$ cat config.mk
export PLATFORM = sky130hd
export DESIGN_NAME = cdis_top
export DESIGN_NICKNAME = d
export VERILOG_FILES = /design/src/logic/cdis_pkg.sv /design/src/logic/cdis_sync.sv /design/src/logic/cdis_top.sv
export SDC_FILE = /design/constraint.sdc
export NUM_CORES = 1
export LEC_CHECK = 0
export ABC_CLOCK_PERIOD_IN_PS = 2100
export BUFFER_PORTS_ARGS = -buffer_cell sky130_fd_sc_hd__buf_2
export CELL_PAD_IN_SITES_DETAIL_PLACEMENT = 1
export CELL_PAD_IN_SITES_GLOBAL_PLACEMENT = 1
export CORE_UTILIZATION = 32
export CTS_CLUSTER_DIAMETER = 50
export DETAILED_ROUTE_END_ITERATION = 10
export HOLD_SLACK_MARGIN = 0.15
export PLACE_DENSITY_LB_ADDON = 0.1
export SYNTH_ARGS = -nofsm -noshare
export SYNTH_HDL_FRONTEND = slang
export SYNTH_HIERARCHICAL = 1
export SYNTH_SLANG_ARGS = --single-unit
$ cat constraint.sdc
create_clock -name aclk -period 2.1 [get_ports aclk]
set_input_delay 0.21 -clock aclk [delete_from_list [all_inputs] [get_ports aclk]]
set_output_delay 0.21 -clock aclk [all_outputs]
set_load 0.1 [all_outputs]
$ cat src/logic/cdis_pkg.sv
// Purpose: Shared constants for the card dual interface switch.
// Assumes: 32-bit register bus, one word per register index.
// Notes:   Byte address of a register is four times its index.
package cdis_pkg;

  // ****************************************************************
  // Clock and timing
  // ****************************************************************
  localparam int unsigned CDIS_CLK_NS          = 8;
  localparam int unsigned CDIS_REFCLK_STALL_NS = 1000;
  localparam int unsigned CDIS_REFCLK_STALL_CYC =
    (CDIS_REFCLK_STALL_NS + CDIS_CLK_NS - 1) / CDIS_CLK_NS;

  // ****************************************************************
  // Register map (indices; byte address = index * 4)
  // ****************************************************************
  localparam int unsigned CDIS_ADDR_W     = 12;
  localparam int unsigned CDIS_IDX_W      = CDIS_ADDR_W - 2;
  localparam logic [9:0] IDX_SUPPLY_CTRL  = 10'h029;
  localparam logic [9:0] IDX_CAPS_LO      = 10'h040;
  localparam logic [9:0] IDX_CAPS_HI      = 10'h041;
  localparam logic [9:0] IDX_ALT_LINK     = 10'h055;
  localparam logic [9:0] IDX_EVT_STATUS   = 10'h060;
  localparam logic [9:0] IDX_EVT_MASK     = 10'h061;
  localparam logic [9:0] IDX_PIN_STATE    = 10'h062;

  // ****************************************************************
  // Field positions
  // ****************************************************************
  localparam int unsigned SUP_FIRST_BIT   = 0;
  localparam int unsigned SUP_SECOND_BIT  = 4;
  localparam int unsigned ALT_PRESENT_BIT = 0;
  localparam int unsigned ALT_SELECT_BIT  = 1;
  localparam int unsigned CAP_DUAL_BIT    = 20;
  localparam int unsigned CAP_LOWRAIL_BIT = 60;
  localparam int unsigned CAP_HI_BASE     = 32;

  // Event bits, shared by status and mask
  localparam int unsigned EV_W            = 4;
  localparam int unsigned EV_INSERT       = 0;
  localparam int unsigned EV_REMOVE       = 1;
  localparam int unsigned EV_CLKREQ       = 2;
  localparam int unsigned EV_REFSTALL     = 3;

  // Pin state word
  localparam int unsigned PS_PRESENT      = 0;
  localparam int unsigned PS_FIRST        = 1;
  localparam int unsigned PS_SECOND       = 2;
  localparam int unsigned PS_MODE         = 3;
  localparam int unsigned PS_PRSNT_N      = 4;
  localparam int unsigned PS_CLKREQ_N     = 5;
  localparam int unsigned PS_REF_ACTIVE   = 6;

  // ****************************************************************
  // Reset values and bus answers
  // ****************************************************************
  localparam logic [7:0]  SUPPLY_RST      = 8'h00;
  localparam logic [7:0]  ALT_LINK_RST    = 8'h00;
  localparam logic [3:0]  EVT_RST         = 4'h0;
  localparam logic [31:0] WORD_ZERO       = 32'h0000_0000;
  localparam logic [1:0]  RESP_OKAY       = 2'b00;
  localparam logic [1:0]  RESP_SLVERR     = 2'b10;

  // Rail sequencing states, Gray along off -> first -> both
  typedef enum logic [1:0] {
    CDIS_RAIL_OFF   = 2'b00,
    CDIS_RAIL_FIRST = 2'b01,
    CDIS_RAIL_BOTH  = 2'b11
  } cdis_rail_t;

endpackage

$ cat src/logic/cdis_sync.sv
// Purpose: Two-flop synchroniser for pin levels.
// Assumes: Inputs are asynchronous to aclk.
// Notes:   Only the second stage is visible outside.
`timescale 1ns/1ps
module cdis_sync #(
  parameter int unsigned W = 1
) (
  // Clock and reset
  input  wire logic         aclk,
  input  wire logic         aresetn,
  // Levels
  input  wire logic [W-1:0] d,
  output logic      [W-1:0] q
);

  typedef struct packed {
    logic [W-1:0] s1;
    logic [W-1:0] s2;
  } cdis_sync_st_t;

  cdis_sync_st_t s_q;
  cdis_sync_st_t s_d;

  if (W < 1)
  begin
    $error("cdis_sync: W must be at least 1");
  end

  // First stage feeds only the second
  always_comb
  begin
    s_d.s1 = d;
    s_d.s2 = s_q.s1;
  end

  // Reset loads ones: idle level of every synced pin
  always_ff @(posedge aclk)
  begin
    if (!aresetn)
      s_q <= '1;
    else
      s_q <= s_d;
  end

  assign q = s_q.s2;

endmodule

$ cat src/logic/cdis_top.sv
// Purpose: Register-controlled front end sharing card contacts
//          between the legacy card bus and a one-lane serial link.
// Assumes: AXI4-Lite slave at 125 MHz; pins are asynchronous.
// Notes:   The contact switch itself is a combinational path.
//
// What this block does
// - Contacts 0 and 1 carry reference clock pair or card data 0/1.
// - Fundamental reset drives contact 3 as a plain output in link mode.
// - Clock request on contact 2 is open drain, pulled up on the card side.
// - Only one function reaches the shared contacts at any time.
// - Second-supply bit powers the rail and, unless SEPARATE_SELECT is set, selects link mode.
// - Link enable at one drives presence-detect low to link block.
// - Link enable at zero drives presence-detect high, meaning removal.
// - Capability bit 20 reads one: dual interface supported.
// - With bit 20 set, low-rail capability bit 60 reads one too.
// - Second supply is off whenever a card is being inserted.
// - Second supply turns on only after the first rail is on.
// - Card presence comes from the socket switch, not the link.
// - Mode select may follow second supply or a separate bit.
// - Supplies drop when the card leaves the socket.
`timescale 1ns/1ps
module cdis_top #(
  parameter bit          SEPARATE_SELECT  = 1'b0,
  parameter int unsigned REFCLK_STALL_CYC =
    cdis_pkg::CDIS_REFCLK_STALL_CYC
) (
  // Clock and reset
  input  wire logic                        aclk,
  input  wire logic                        aresetn,
  // AXI4-Lite write address and data
  input  wire logic [cdis_pkg::CDIS_ADDR_W-1:0] awaddr,
  input  wire logic                        awvalid,
  output logic                             awready,
  input  wire logic [31:0]                 wdata,
  input  wire logic [3:0]                  wstrb,
  input  wire logic                        wvalid,
  output logic                             wready,
  // AXI4-Lite write response
  output logic [1:0]                       bresp,
  output logic                             bvalid,
  input  wire logic                        bready,
  // AXI4-Lite read
  input  wire logic [cdis_pkg::CDIS_ADDR_W-1:0] araddr,
  input  wire logic                        arvalid,
  output logic                             arready,
  output logic [31:0]                      rdata,
  output logic [1:0]                       rresp,
  output logic                             rvalid,
  input  wire logic                        rready,
  // Shared card contacts
  input  wire logic [3:0]                  card_dat_i,
  output logic      [3:0]                  card_dat_o,
  output logic      [3:0]                  card_dat_oe,
  input  wire logic                        card_detect_n,
  // Legacy card controller side
  input  wire logic [3:0]                  sdc_dat_o,
  input  wire logic [3:0]                  sdc_dat_oe,
  output logic      [3:0]                  sdc_dat_i,
  output logic                             sdc_card_detect_n,
  // Serial link block side
  input  wire logic                        refclk_p,
  input  wire logic                        refclk_n,
  input  wire logic                        perst_n,
  input  wire logic                        clkreq_pull,
  output logic                             clkreq_n_sense,
  output logic                             prsnt_n,
  // Power and switch control
  output logic                             first_supply_en,
  output logic                             second_supply_en,
  output logic                             mode_pcie,
  // Interrupt
  output logic                             irq
);
  import cdis_pkg::*;

  // ****************************************************************
  // State
  // ****************************************************************
  typedef struct packed {
    logic                  aw_ok;
    logic [CDIS_IDX_W-1:0] aw_idx;
    logic                  w_ok;
    logic [31:0]           w_data;
    logic [3:0]            w_strb;
    logic                  bvalid;
    logic [1:0]            bresp;
    logic                  rvalid;
    logic [31:0]           rdata;
    logic [1:0]            rresp;
    cdis_rail_t            rail;
    logic                  link_en;
    logic                  link_sel;
    logic                  prsnt_n;
    logic                  mode;
    logic [EV_W-1:0]       sts;
    logic [EV_W-1:0]       msk;
    logic                  cd_prev;
    logic                  clkreq_prev;
    logic                  ref_prev;
    logic [15:0]           ref_cnt;
    logic                  ref_active;
    logic                  irq;
  } cdis_st_t;

  cdis_st_t s_q;
  cdis_st_t s_d;

  logic [2:0] sync_q;
  logic       cd_n_s;
  logic       ref_s;
  logic       clkreq_s;

  // Refuse stall counts the 16-bit counter cannot serve
  if (REFCLK_STALL_CYC < 2 || REFCLK_STALL_CYC > 65535)
  begin
    $error("cdis_top: REFCLK_STALL_CYC out of range");
  end

  // ****************************************************************
  // Pin synchronisers
  // ****************************************************************
  cdis_sync #(
    .W (3)
  ) u_sync (
    .aclk    (aclk),
    .aresetn (aresetn),
    .d       ({card_detect_n, refclk_p, card_dat_i[2]}),
    .q       (sync_q)
  );

  assign cd_n_s   = sync_q[2];
  assign ref_s    = sync_q[1];
  assign clkreq_s = sync_q[0];

  // ****************************************************************
  // Contact switch
  // ****************************************************************
  // One function at a time on the shared contacts
  always_comb
  begin
    if (s_q.mode)
    begin
      card_dat_o  = {perst_n, 1'b0, refclk_n, refclk_p};
      card_dat_oe = {1'b1, clkreq_pull, 1'b1, 1'b1};
      sdc_dat_i   = 4'hf;
    end
    else
    begin
      card_dat_o  = sdc_dat_o;
      card_dat_oe = sdc_dat_oe;
      sdc_dat_i   = card_dat_i;
    end
  end

  // ****************************************************************
  // Bus handshakes and registered outputs
  // ****************************************************************
  assign awready           = aresetn && !s_q.aw_ok && !s_q.bvalid;
  assign wready            = aresetn && !s_q.w_ok && !s_q.bvalid;
  assign arready           = aresetn && !s_q.rvalid;
  assign bvalid            = s_q.bvalid;
  assign bresp             = s_q.bresp;
  assign rvalid            = s_q.rvalid;
  assign rdata             = s_q.rdata;
  assign rresp             = s_q.rresp;
  assign prsnt_n           = s_q.prsnt_n;
  assign mode_pcie         = s_q.mode;
  assign first_supply_en   = s_q.rail != CDIS_RAIL_OFF;
  assign second_supply_en  = s_q.rail == CDIS_RAIL_BOTH;
  assign sdc_card_detect_n = cd_n_s;
  assign clkreq_n_sense    = s_q.clkreq_prev;
  assign irq               = s_q.irq;

  // ****************************************************************
  // Next-state logic
  // ****************************************************************
  always_comb
  begin
    logic                  have_aw;
    logic                  have_w;
    logic [CDIS_IDX_W-1:0] widx;
    logic [31:0]           wd;
    logic                  wlo;
    logic [EV_W-1:0]       ev;
    logic [EV_W-1:0]       clr;
    logic                  present;
    logic                  ref_edge;
    logic                  req_first;
    logic                  req_second;
    logic [31:0]           rd;
    logic                  hit;

    s_d        = s_q;
    have_aw    = s_q.aw_ok || (awvalid && awready);
    have_w     = s_q.w_ok || (wvalid && wready);
    widx       = s_q.aw_ok ? s_q.aw_idx : awaddr[CDIS_ADDR_W-1:2];
    wd         = s_q.w_ok ? s_q.w_data : wdata;
    wlo        = s_q.w_ok ? s_q.w_strb[0] : wstrb[0];
    ev         = '0;
    clr        = '0;
    present    = !cd_n_s;
    ref_edge   = ref_s != s_q.ref_prev;
    req_first  = 1'b0;
    req_second = 1'b0;
    rd         = WORD_ZERO;
    hit        = 1'b1;

    // Catch address and data, in either order
    if (awvalid && awready)
    begin
      s_d.aw_ok  = 1'b1;
      s_d.aw_idx = awaddr[CDIS_ADDR_W-1:2];
    end
    if (wvalid && wready)
    begin
      s_d.w_ok   = 1'b1;
      s_d.w_data = wdata;
      s_d.w_strb = wstrb;
    end
    if (s_q.bvalid && bready)
      s_d.bvalid = 1'b0;

    // Register writes, committed once both halves are in
    if (have_aw && have_w && !s_q.bvalid)
    begin
      s_d.aw_ok  = 1'b0;
      s_d.w_ok   = 1'b0;
      s_d.bvalid = 1'b1;
      s_d.bresp  = RESP_OKAY;
      case (widx)
        IDX_SUPPLY_CTRL:
        begin
          if (wlo)
          begin
            req_first  = wd[SUP_FIRST_BIT];
            req_second = wd[SUP_SECOND_BIT];
            // Second rail only once the first is already up
            if (!req_first)
              s_d.rail = CDIS_RAIL_OFF;
            else if (req_second && s_q.rail != CDIS_RAIL_OFF)
              s_d.rail = CDIS_RAIL_BOTH;
            else
              s_d.rail = CDIS_RAIL_FIRST;
          end
        end
        IDX_ALT_LINK:
        begin
          if (wlo)
          begin
            s_d.link_en  = wd[ALT_PRESENT_BIT];
            s_d.link_sel = wd[ALT_SELECT_BIT];
          end
        end
        IDX_EVT_STATUS:
        begin
          if (wlo)
            clr = wd[EV_W-1:0];
        end
        IDX_EVT_MASK:
        begin
          if (wlo)
            s_d.msk = wd[EV_W-1:0];
        end
        IDX_CAPS_LO, IDX_CAPS_HI, IDX_PIN_STATE:
          s_d.bresp = RESP_OKAY;
        default:
          s_d.bresp = RESP_SLVERR;
      endcase
    end

    // Socket switch edges raise insert and remove events
    if (!present)
    begin
      // No card: no power, link told the card is gone
      s_d.rail    = CDIS_RAIL_OFF;
      s_d.link_en = 1'b0;
    end
    if (s_q.cd_prev && !cd_n_s)
      ev[EV_INSERT] = 1'b1;
    if (!s_q.cd_prev && cd_n_s)
      ev[EV_REMOVE] = 1'b1;
    s_d.cd_prev = cd_n_s;

    // Clock request contact pulled low, by card or host, while in link mode
    if (s_q.mode && s_q.clkreq_prev && !clkreq_s)
      ev[EV_CLKREQ] = 1'b1;
    s_d.clkreq_prev = clkreq_s;

    // Reference clock watchdog, sampled on aclk
    s_d.ref_prev = ref_s;
    if (!s_q.mode || ref_edge)
    begin
      s_d.ref_cnt    = '0;
      s_d.ref_active = s_q.mode && ref_edge;
    end
    else if (s_q.ref_cnt != 16'(REFCLK_STALL_CYC - 1))
      s_d.ref_cnt = s_q.ref_cnt + 16'h0001;
    else if (s_q.ref_active)
    begin
      s_d.ref_active      = 1'b0;
      ev[EV_REFSTALL] = 1'b1;
    end

    // Switch select and presence line from next control state
    if (SEPARATE_SELECT)
      s_d.mode = s_d.link_sel;
    else
      s_d.mode = s_d.rail == CDIS_RAIL_BOTH;
    s_d.prsnt_n = !s_d.link_en;

    // Sticky events; a new event beats the clear
    s_d.sts = (s_q.sts & ~clr) | ev;
    s_d.irq = |(s_d.sts & s_d.msk);

    // Read path, one word per index
    case (araddr[CDIS_ADDR_W-1:2])
      IDX_SUPPLY_CTRL:
      begin
        rd[SUP_FIRST_BIT]  = s_q.rail != CDIS_RAIL_OFF;
        rd[SUP_SECOND_BIT] = s_q.rail == CDIS_RAIL_BOTH;
      end
      IDX_CAPS_LO:
        rd[CAP_DUAL_BIT] = 1'b1;
      IDX_CAPS_HI:
        rd[CAP_LOWRAIL_BIT - CAP_HI_BASE] = 1'b1;
      IDX_ALT_LINK:
      begin
        rd[ALT_PRESENT_BIT] = s_q.link_en;
        rd[ALT_SELECT_BIT]  = s_q.link_sel;
      end
      IDX_EVT_STATUS:
        rd[EV_W-1:0] = s_q.sts;
      IDX_EVT_MASK:
        rd[EV_W-1:0] = s_q.msk;
      IDX_PIN_STATE:
      begin
        rd[PS_PRESENT]    = present;
        rd[PS_FIRST]      = s_q.rail != CDIS_RAIL_OFF;
        rd[PS_SECOND]     = s_q.rail == CDIS_RAIL_BOTH;
        rd[PS_MODE]       = s_q.mode;
        rd[PS_PRSNT_N]    = s_q.prsnt_n;
        rd[PS_CLKREQ_N]   = s_q.clkreq_prev;
        rd[PS_REF_ACTIVE] = s_q.ref_active;
      end
      default:
        hit = 1'b0;
    endcase
    if (arvalid && arready)
    begin
      s_d.rvalid = 1'b1;
      s_d.rdata  = rd;
      s_d.rresp  = hit ? RESP_OKAY : RESP_SLVERR;
    end
    else if (s_q.rvalid && rready)
      s_d.rvalid = 1'b0;
  end

  // ****************************************************************
  // State register
  // ****************************************************************
  // Reset leaves legacy mode, rails off, presence high
  always_ff @(posedge aclk)
  begin
    if (!aresetn)
    begin
      s_q             <= '0;
      s_q.rail        <= CDIS_RAIL_OFF;
      s_q.link_en     <= ALT_LINK_RST[ALT_PRESENT_BIT];
      s_q.link_sel    <= ALT_LINK_RST[ALT_SELECT_BIT];
      s_q.prsnt_n     <= 1'b1;
      s_q.sts         <= EVT_RST;
      s_q.msk         <= EVT_RST;
      s_q.cd_prev     <= 1'b1;
      s_q.clkreq_prev <= 1'b1;
    end
    else
      s_q <= s_d;
  end

endmodule

Yosys cells after proc, flatten, opt, wreduce, memory -nomap -nowiden
Index checks and enable logic that the tools add are counted.
- input bits: 84
- word-level logic and storage cells: 131
- register bits: 74
- output and inout bits: 60
- mux-type cells: 42
- equal/unequal tests: 19
- add/sub/neg operators: 1
- bitwise operators: 5
- reductions and logical operators: 39
- operators with widths (kind ; number):
    $eq 10x7->1 const B ; 12
    $mux 4 ; 10
    $eq 10x6->1 const B ; 2
    $logic_and 1x1->1 ; 18
    $mux 2 ; 9
    $add 16x1->16 const B ; 1
    $ne 16x7->1 const B ; 1
    $mux 1 ; 15
    $reduce_or 7->1 ; 2
    $mux 10 ; 1
    $logic_not 1->1 ; 9
    $and 4x4->4 ; 2
    $mux 3 ; 2
    $pmux 2 s3 ; 1
    $reduce_bool 2->1 ; 3
    $mux 5 ; 1
    $pmux 1 s5 ; 1
    $eq 2x2->1 const B ; 2
    $not 4->4 ; 1
    $or 4x4->4 ; 1
    $pmux 1 s4 ; 1
    $reduce_or 2->1 ; 2
    $reduce_or 4->1 ; 1
    $logic_or 1x1->1 ; 3
    5 further kinds ; 5

Logic depth before layout (Yosys ltp)
- depth in word-level cells: 13
- gate-level depth with buffers: 9

Modules after synthesis
The synthesis kept the hierarchy.
- modules (own cells, without submodules) (module ; times used ; sequential area each (sq um) ; area each (sq um) ; cells each):
    cdis_top ; 1 ; 1321.3 ; 3484.6 ; 406
    cdis_sync ; 1 ; 120.1 ; 157.7 ; 12

Worst setup path before layout
No wires, ideal clock.
- path kind: register -> register
- from: register s_q (netlist bit bvalid)
- to: register s_q[73] (netlist bit)
- path slack: -1.096 ns
- path buffers: 1
- data arrival time: 3.068 ns
- stages on the path, launching flop included: 7
- cell sequence: dfxtp_1 > nand2b_1 > nor2_1 > and2_1 > clkbuf_1 > mux2i_1 > nor2_1
- cells in the longest elaborated chain, start to end: 3
- ends and longest elaborated chain (element ; RTL line ; source):
    start: declaration ; cdis_top.sv:105 ; cdis_st_t s_q;
    $logic_not 1->1 ; cdis_top.sv:159 ; assign wready = aresetn && !s_q.w_ok && !s_q.bvalid;
    $logic_and 1x1->1 ; cdis_top.sv:159 ;
    via wready ; cdis_top.sv:37 ; output logic wready,
    $logic_and 1x1->1 ; cdis_top.sv:214 ; if (wvalid && wready)
The timed path passes the listed nets, and every way through them passes these cells.
A chain may end at the register's enable or synchronous reset.

Worst setup path after layout
- from: register s_q[120] (netlist bit)
- to: register, netlist name prsnt_n
- cells in the longest elaborated chain, start to end: 10
- elaborated cells on any way between the ends: 13
- those cells by class: eq/ne: 1; mux: 4; reduce/logical: 8
- ends and longest elaborated chain (element ; RTL line ; source):
    parallel branches: the longest is 7 deep, another holds $mux 10 ; -- ;
    $mux 4 * ; cdis_top.sv:224 ; if (have_aw && have_w && !s_q.bvalid)
    $mux 3 * ; cdis_top.sv:272 ; if (!present)
    $logic_not 1->1 * ; cdis_top.sv:309 ; s_d.prsnt_n = !s_d.link_en;
Mark *: on every way between the ends.

==> results.json <==
{
  "die_w_um": 109,
  "critPathCaptureType": "register",
  "synth_edf_count": 0,
  "multi_input_area_sq_mm": 0.00196,
  "grt_max_degree": 32,
  "ys_seq_elements": 72,
  "post-dp-hpwl_um": 6860,
  "synth_warnings": 6,
  "startpoint_type": "register",
  "clock_sinks": 72,
  "seqCellArea_sq_mm": 0.00145,
  "avgViaCountPerCell": 4.66,
  "ant_nets": 0,
  "clkLatencyLatePin_ns": 0.33,
  "initial_core_util_pct": 33.2,
  "antenna_found_initial": 0,
  "cpPeakStageDelay_ns": 0.55,
  "irDropWorstVdd_mv": 0.320,
  "min_path_type": "in2reg",
  "dp_slack_ns": -0.128,
  "outcome": "finished, final reports clean",
  "avgSynthCellArea_sq_um": 8.71,
  "first_pass_iters": 4,
  "p_leak_nw": 2.02,
  "area_delta_synth_final_pct": 30.4,
  "critPathMaxFanout": 10,
  "grt-ovfl-total": 0,
  "critPathArrivalTime_ns": 2.27,
  "hold_viol": 0,
  "fin_util_pct": 43.2,
  "drive_gt1_share_pct": 31.4,
  "grt_pass1_wl_um": 14800,
  "hold_end": "s_q[114]",
  "maxCapViolCount": 0,
  "clock_tree.root_cell": "clkbuf_16",
  "die_h_um": 109,
  "r2r_slack_ns": 0.04,
  "numCtsBuffers": 9,
  "worstSetupPathType": "reg2reg",
  "synth_cell_type_count": 61,
  "fmax_mhz": 486,
  "vias": 3114,
  "rr_startpoint": "s_q[120]",
  "r2r_end": "prsnt_n",
  "fin_ws_ns": 0.0415,
  "drc_errors": 0,
  "slew_viol_final": 0,
  "yosysTopAreaCellShare_pct": 39.6,
  "syn_area_sq_mm": 0.00364,
  "rsz0062_at_grt": "true",
  "fp-row-count": 38,
  "nets": 609,
  "async_reset_ff_share_pct": 0,
  "yosys-top-cells-area": "dfxtp_1 (40%), buf_4 (7.6%), mux2i_1 (5.2%)",
  "fin_skew_ns": 0.00625,
  "place_congestion": 0.758,
  "synth_cells": 418,
  "cts_tree": "built",
  "grt_pass1_vias": 3106,
  "r2r_cells": 6,
  "coreArea_sq_mm": 0.0110,
  "setup-tns-final_ns": 0,
  "min_from": "awaddr[6]",
  "ys_seq_area_share_pct": 39.6,
  "critical-path-top-delay-family": "simple AND/OR/NAND/NOR gates",
  "portBuffers": 84,
  "wl_per_cell_um": 13.6,
  "cpMaxStageDelayCell": "or4_4",
  "post-route-min-period_ns": 2.06,
  "yosys.area.top_type": "dfxtp_1",
  "drt-total-wl_um": 9100,
  "htreeDepth": 3,
  "diodes": 0,
  "holdWs_ns": 0.167,
  "setup_violations": 0,
  "dpl_cell_area_sq_mm": 0.00416,
  "clock_path_buffers": 2,
  "p_per_area_mw_per_mm2": 830,
  "io_pins": 144,
  "layoutNonFillerInstCount": 668,
  "fin_crit_sh_pct": 98.0,
  "grt_usage_pct": 16.1,
  "cp.required_ns": 2.32,
  "drtIter0Drc": 115,
  "cp_cell_sequence": "or4_4, a22oi_4, nand2_1, or3_4, mux2i_1, or2_1",
  "p_total_mw": 3.94,
  "synth_flop_cell": "dfxtp_1",
  "fill_cells": 1313,
  "finalInstanceArea_sq_mm": 0.00475,
  "clkTransAtPathRegs_ns": 0.06,
  "dp.cells": 633,
  "crit_buf_inv": 0,
  "whs_path_depth": 3,
  "die_area_sq_mm": 0.0118
}
-- cell usage after synthesis (4+ instances only) --
cell       n
a21oi_1   27
and2_1     4
and3_1     6
buf_4     37
clkbuf_1  13
dfxtp_1   72
inv_1      6
mux2_2    12
mux2i_1   19
nand2_1   44
nand2b_1  10
nand3_1   10
nand4_1    4
nor2_1    47
nor2b_1    5
nor3_1     7
o21ai_0    9
o22ai_1    4
or2_2      7
xnor2_1    6
xor2_1     9
-- routing by layer --
| layer | share of wire, % | wire [um] | track usage, % | vias to the layer above |
|---|---|---|---|---|
| met5 | 0 | 0 | 0 | - |
| met4 | 0.81 | 74 | 3.76 | 0 |
| met3 | 4.1 | 372 | 4.06 | 6 |
| met2 | 48 | 4390 | 28.3 | 77 |
| met1 | 47 | 4260 | 19.6 | 1457 |
| li1 | - | - | - | 1574 |
-- kinds of logic (layout without fill, tap and decap cells) --
logic type,count (synthesis),after routing,synth area share [%]
other cells,1,25,0.103
flops,72,72,39.6
buf+inv,60,146,10.8
fa+ha+maj,2,2,0.687
simple gates,175,175,25.5
mux,31,31,8.93
xor+xnor,15,15,3.61
compound gates,62,62,10.8
-- registers in the layout, summed over array words and instances (netlist names) --
name,count
bvalid,1
mode_pcie,1
rresp,1
s_q,49
clkreq_n_sense,1
u_sync/q,3
rdata,9
irq,1
u_sync/s_d,3
prsnt_n,1
bresp,1
rvalid,1
-- layout by cell type (no fill, tap or decap), types with 6 or more instances in the layout --
cell type,n
buf_2,83
dfxtp_1,68
nand2_1,44
nor2_1,44
a21oi_1,27
conb_1,25
buf_4,21
mux2i_1,18
dlygate4sd3_1,18
mux2_2,12
nand2b_1,10
nand3_1,10
xor2_1,9
o21ai_0,9
clkbuf_16,9
or2_2,7
nor3_1,7
inv_1,6
xnor2_1,6
and3_1,6
-- worst min-delay path: stages --
cell	delay, ns
buf_2	0.12
nand2_1	0.06
a21oi_1	0.05
-- report_power, final --
group	internal, mW	leakage [nW]	switching (mW)
Clock	1.22	0.172	0.572
Sequential	1.40	0.587	0.0252
Combinational	0.180	1.26	0.541
-- what timing repair did --
action / 4_1_cts / 5_1_grt
setup buffers: 1 / 0
setup endpoints to repair: 7 / 9
gates cloned: 0 / 0
gates resized for setup: 5 / 6
endpoints found under the hold margin: 18 / 0
pin swaps: 2 / 1
hold buffers: 18 / 0
-- layout make-up --
class | count | area share, %
multi-input cells | 310 | 41.3
flip-flops and latches | 72 | 30.5
repair buffers | 124 | 16.5
clock buffers | 11 | 5.32
well taps | 140 | 3.69
clock inverters | 5 | 2.16
inverters | 6 | 0.474
-- worst max path at each step --
stage                     cells past startpoint  slack [ns]  startpoint  endpoint
after floorplan                               6        0.02      bvalid   s_q[73]
after detailed placement                      7       -0.13    s_q[120]   prsnt_n
after CTS                                     6        0.01    s_q[120]   prsnt_n
after global placement                        7       -0.12    s_q[120]   prsnt_n
after global routing                          7       -0.05    s_q[120]       irq
final                                         6        0.04    s_q[120]   prsnt_n
(Power assumes the default switching activity.)
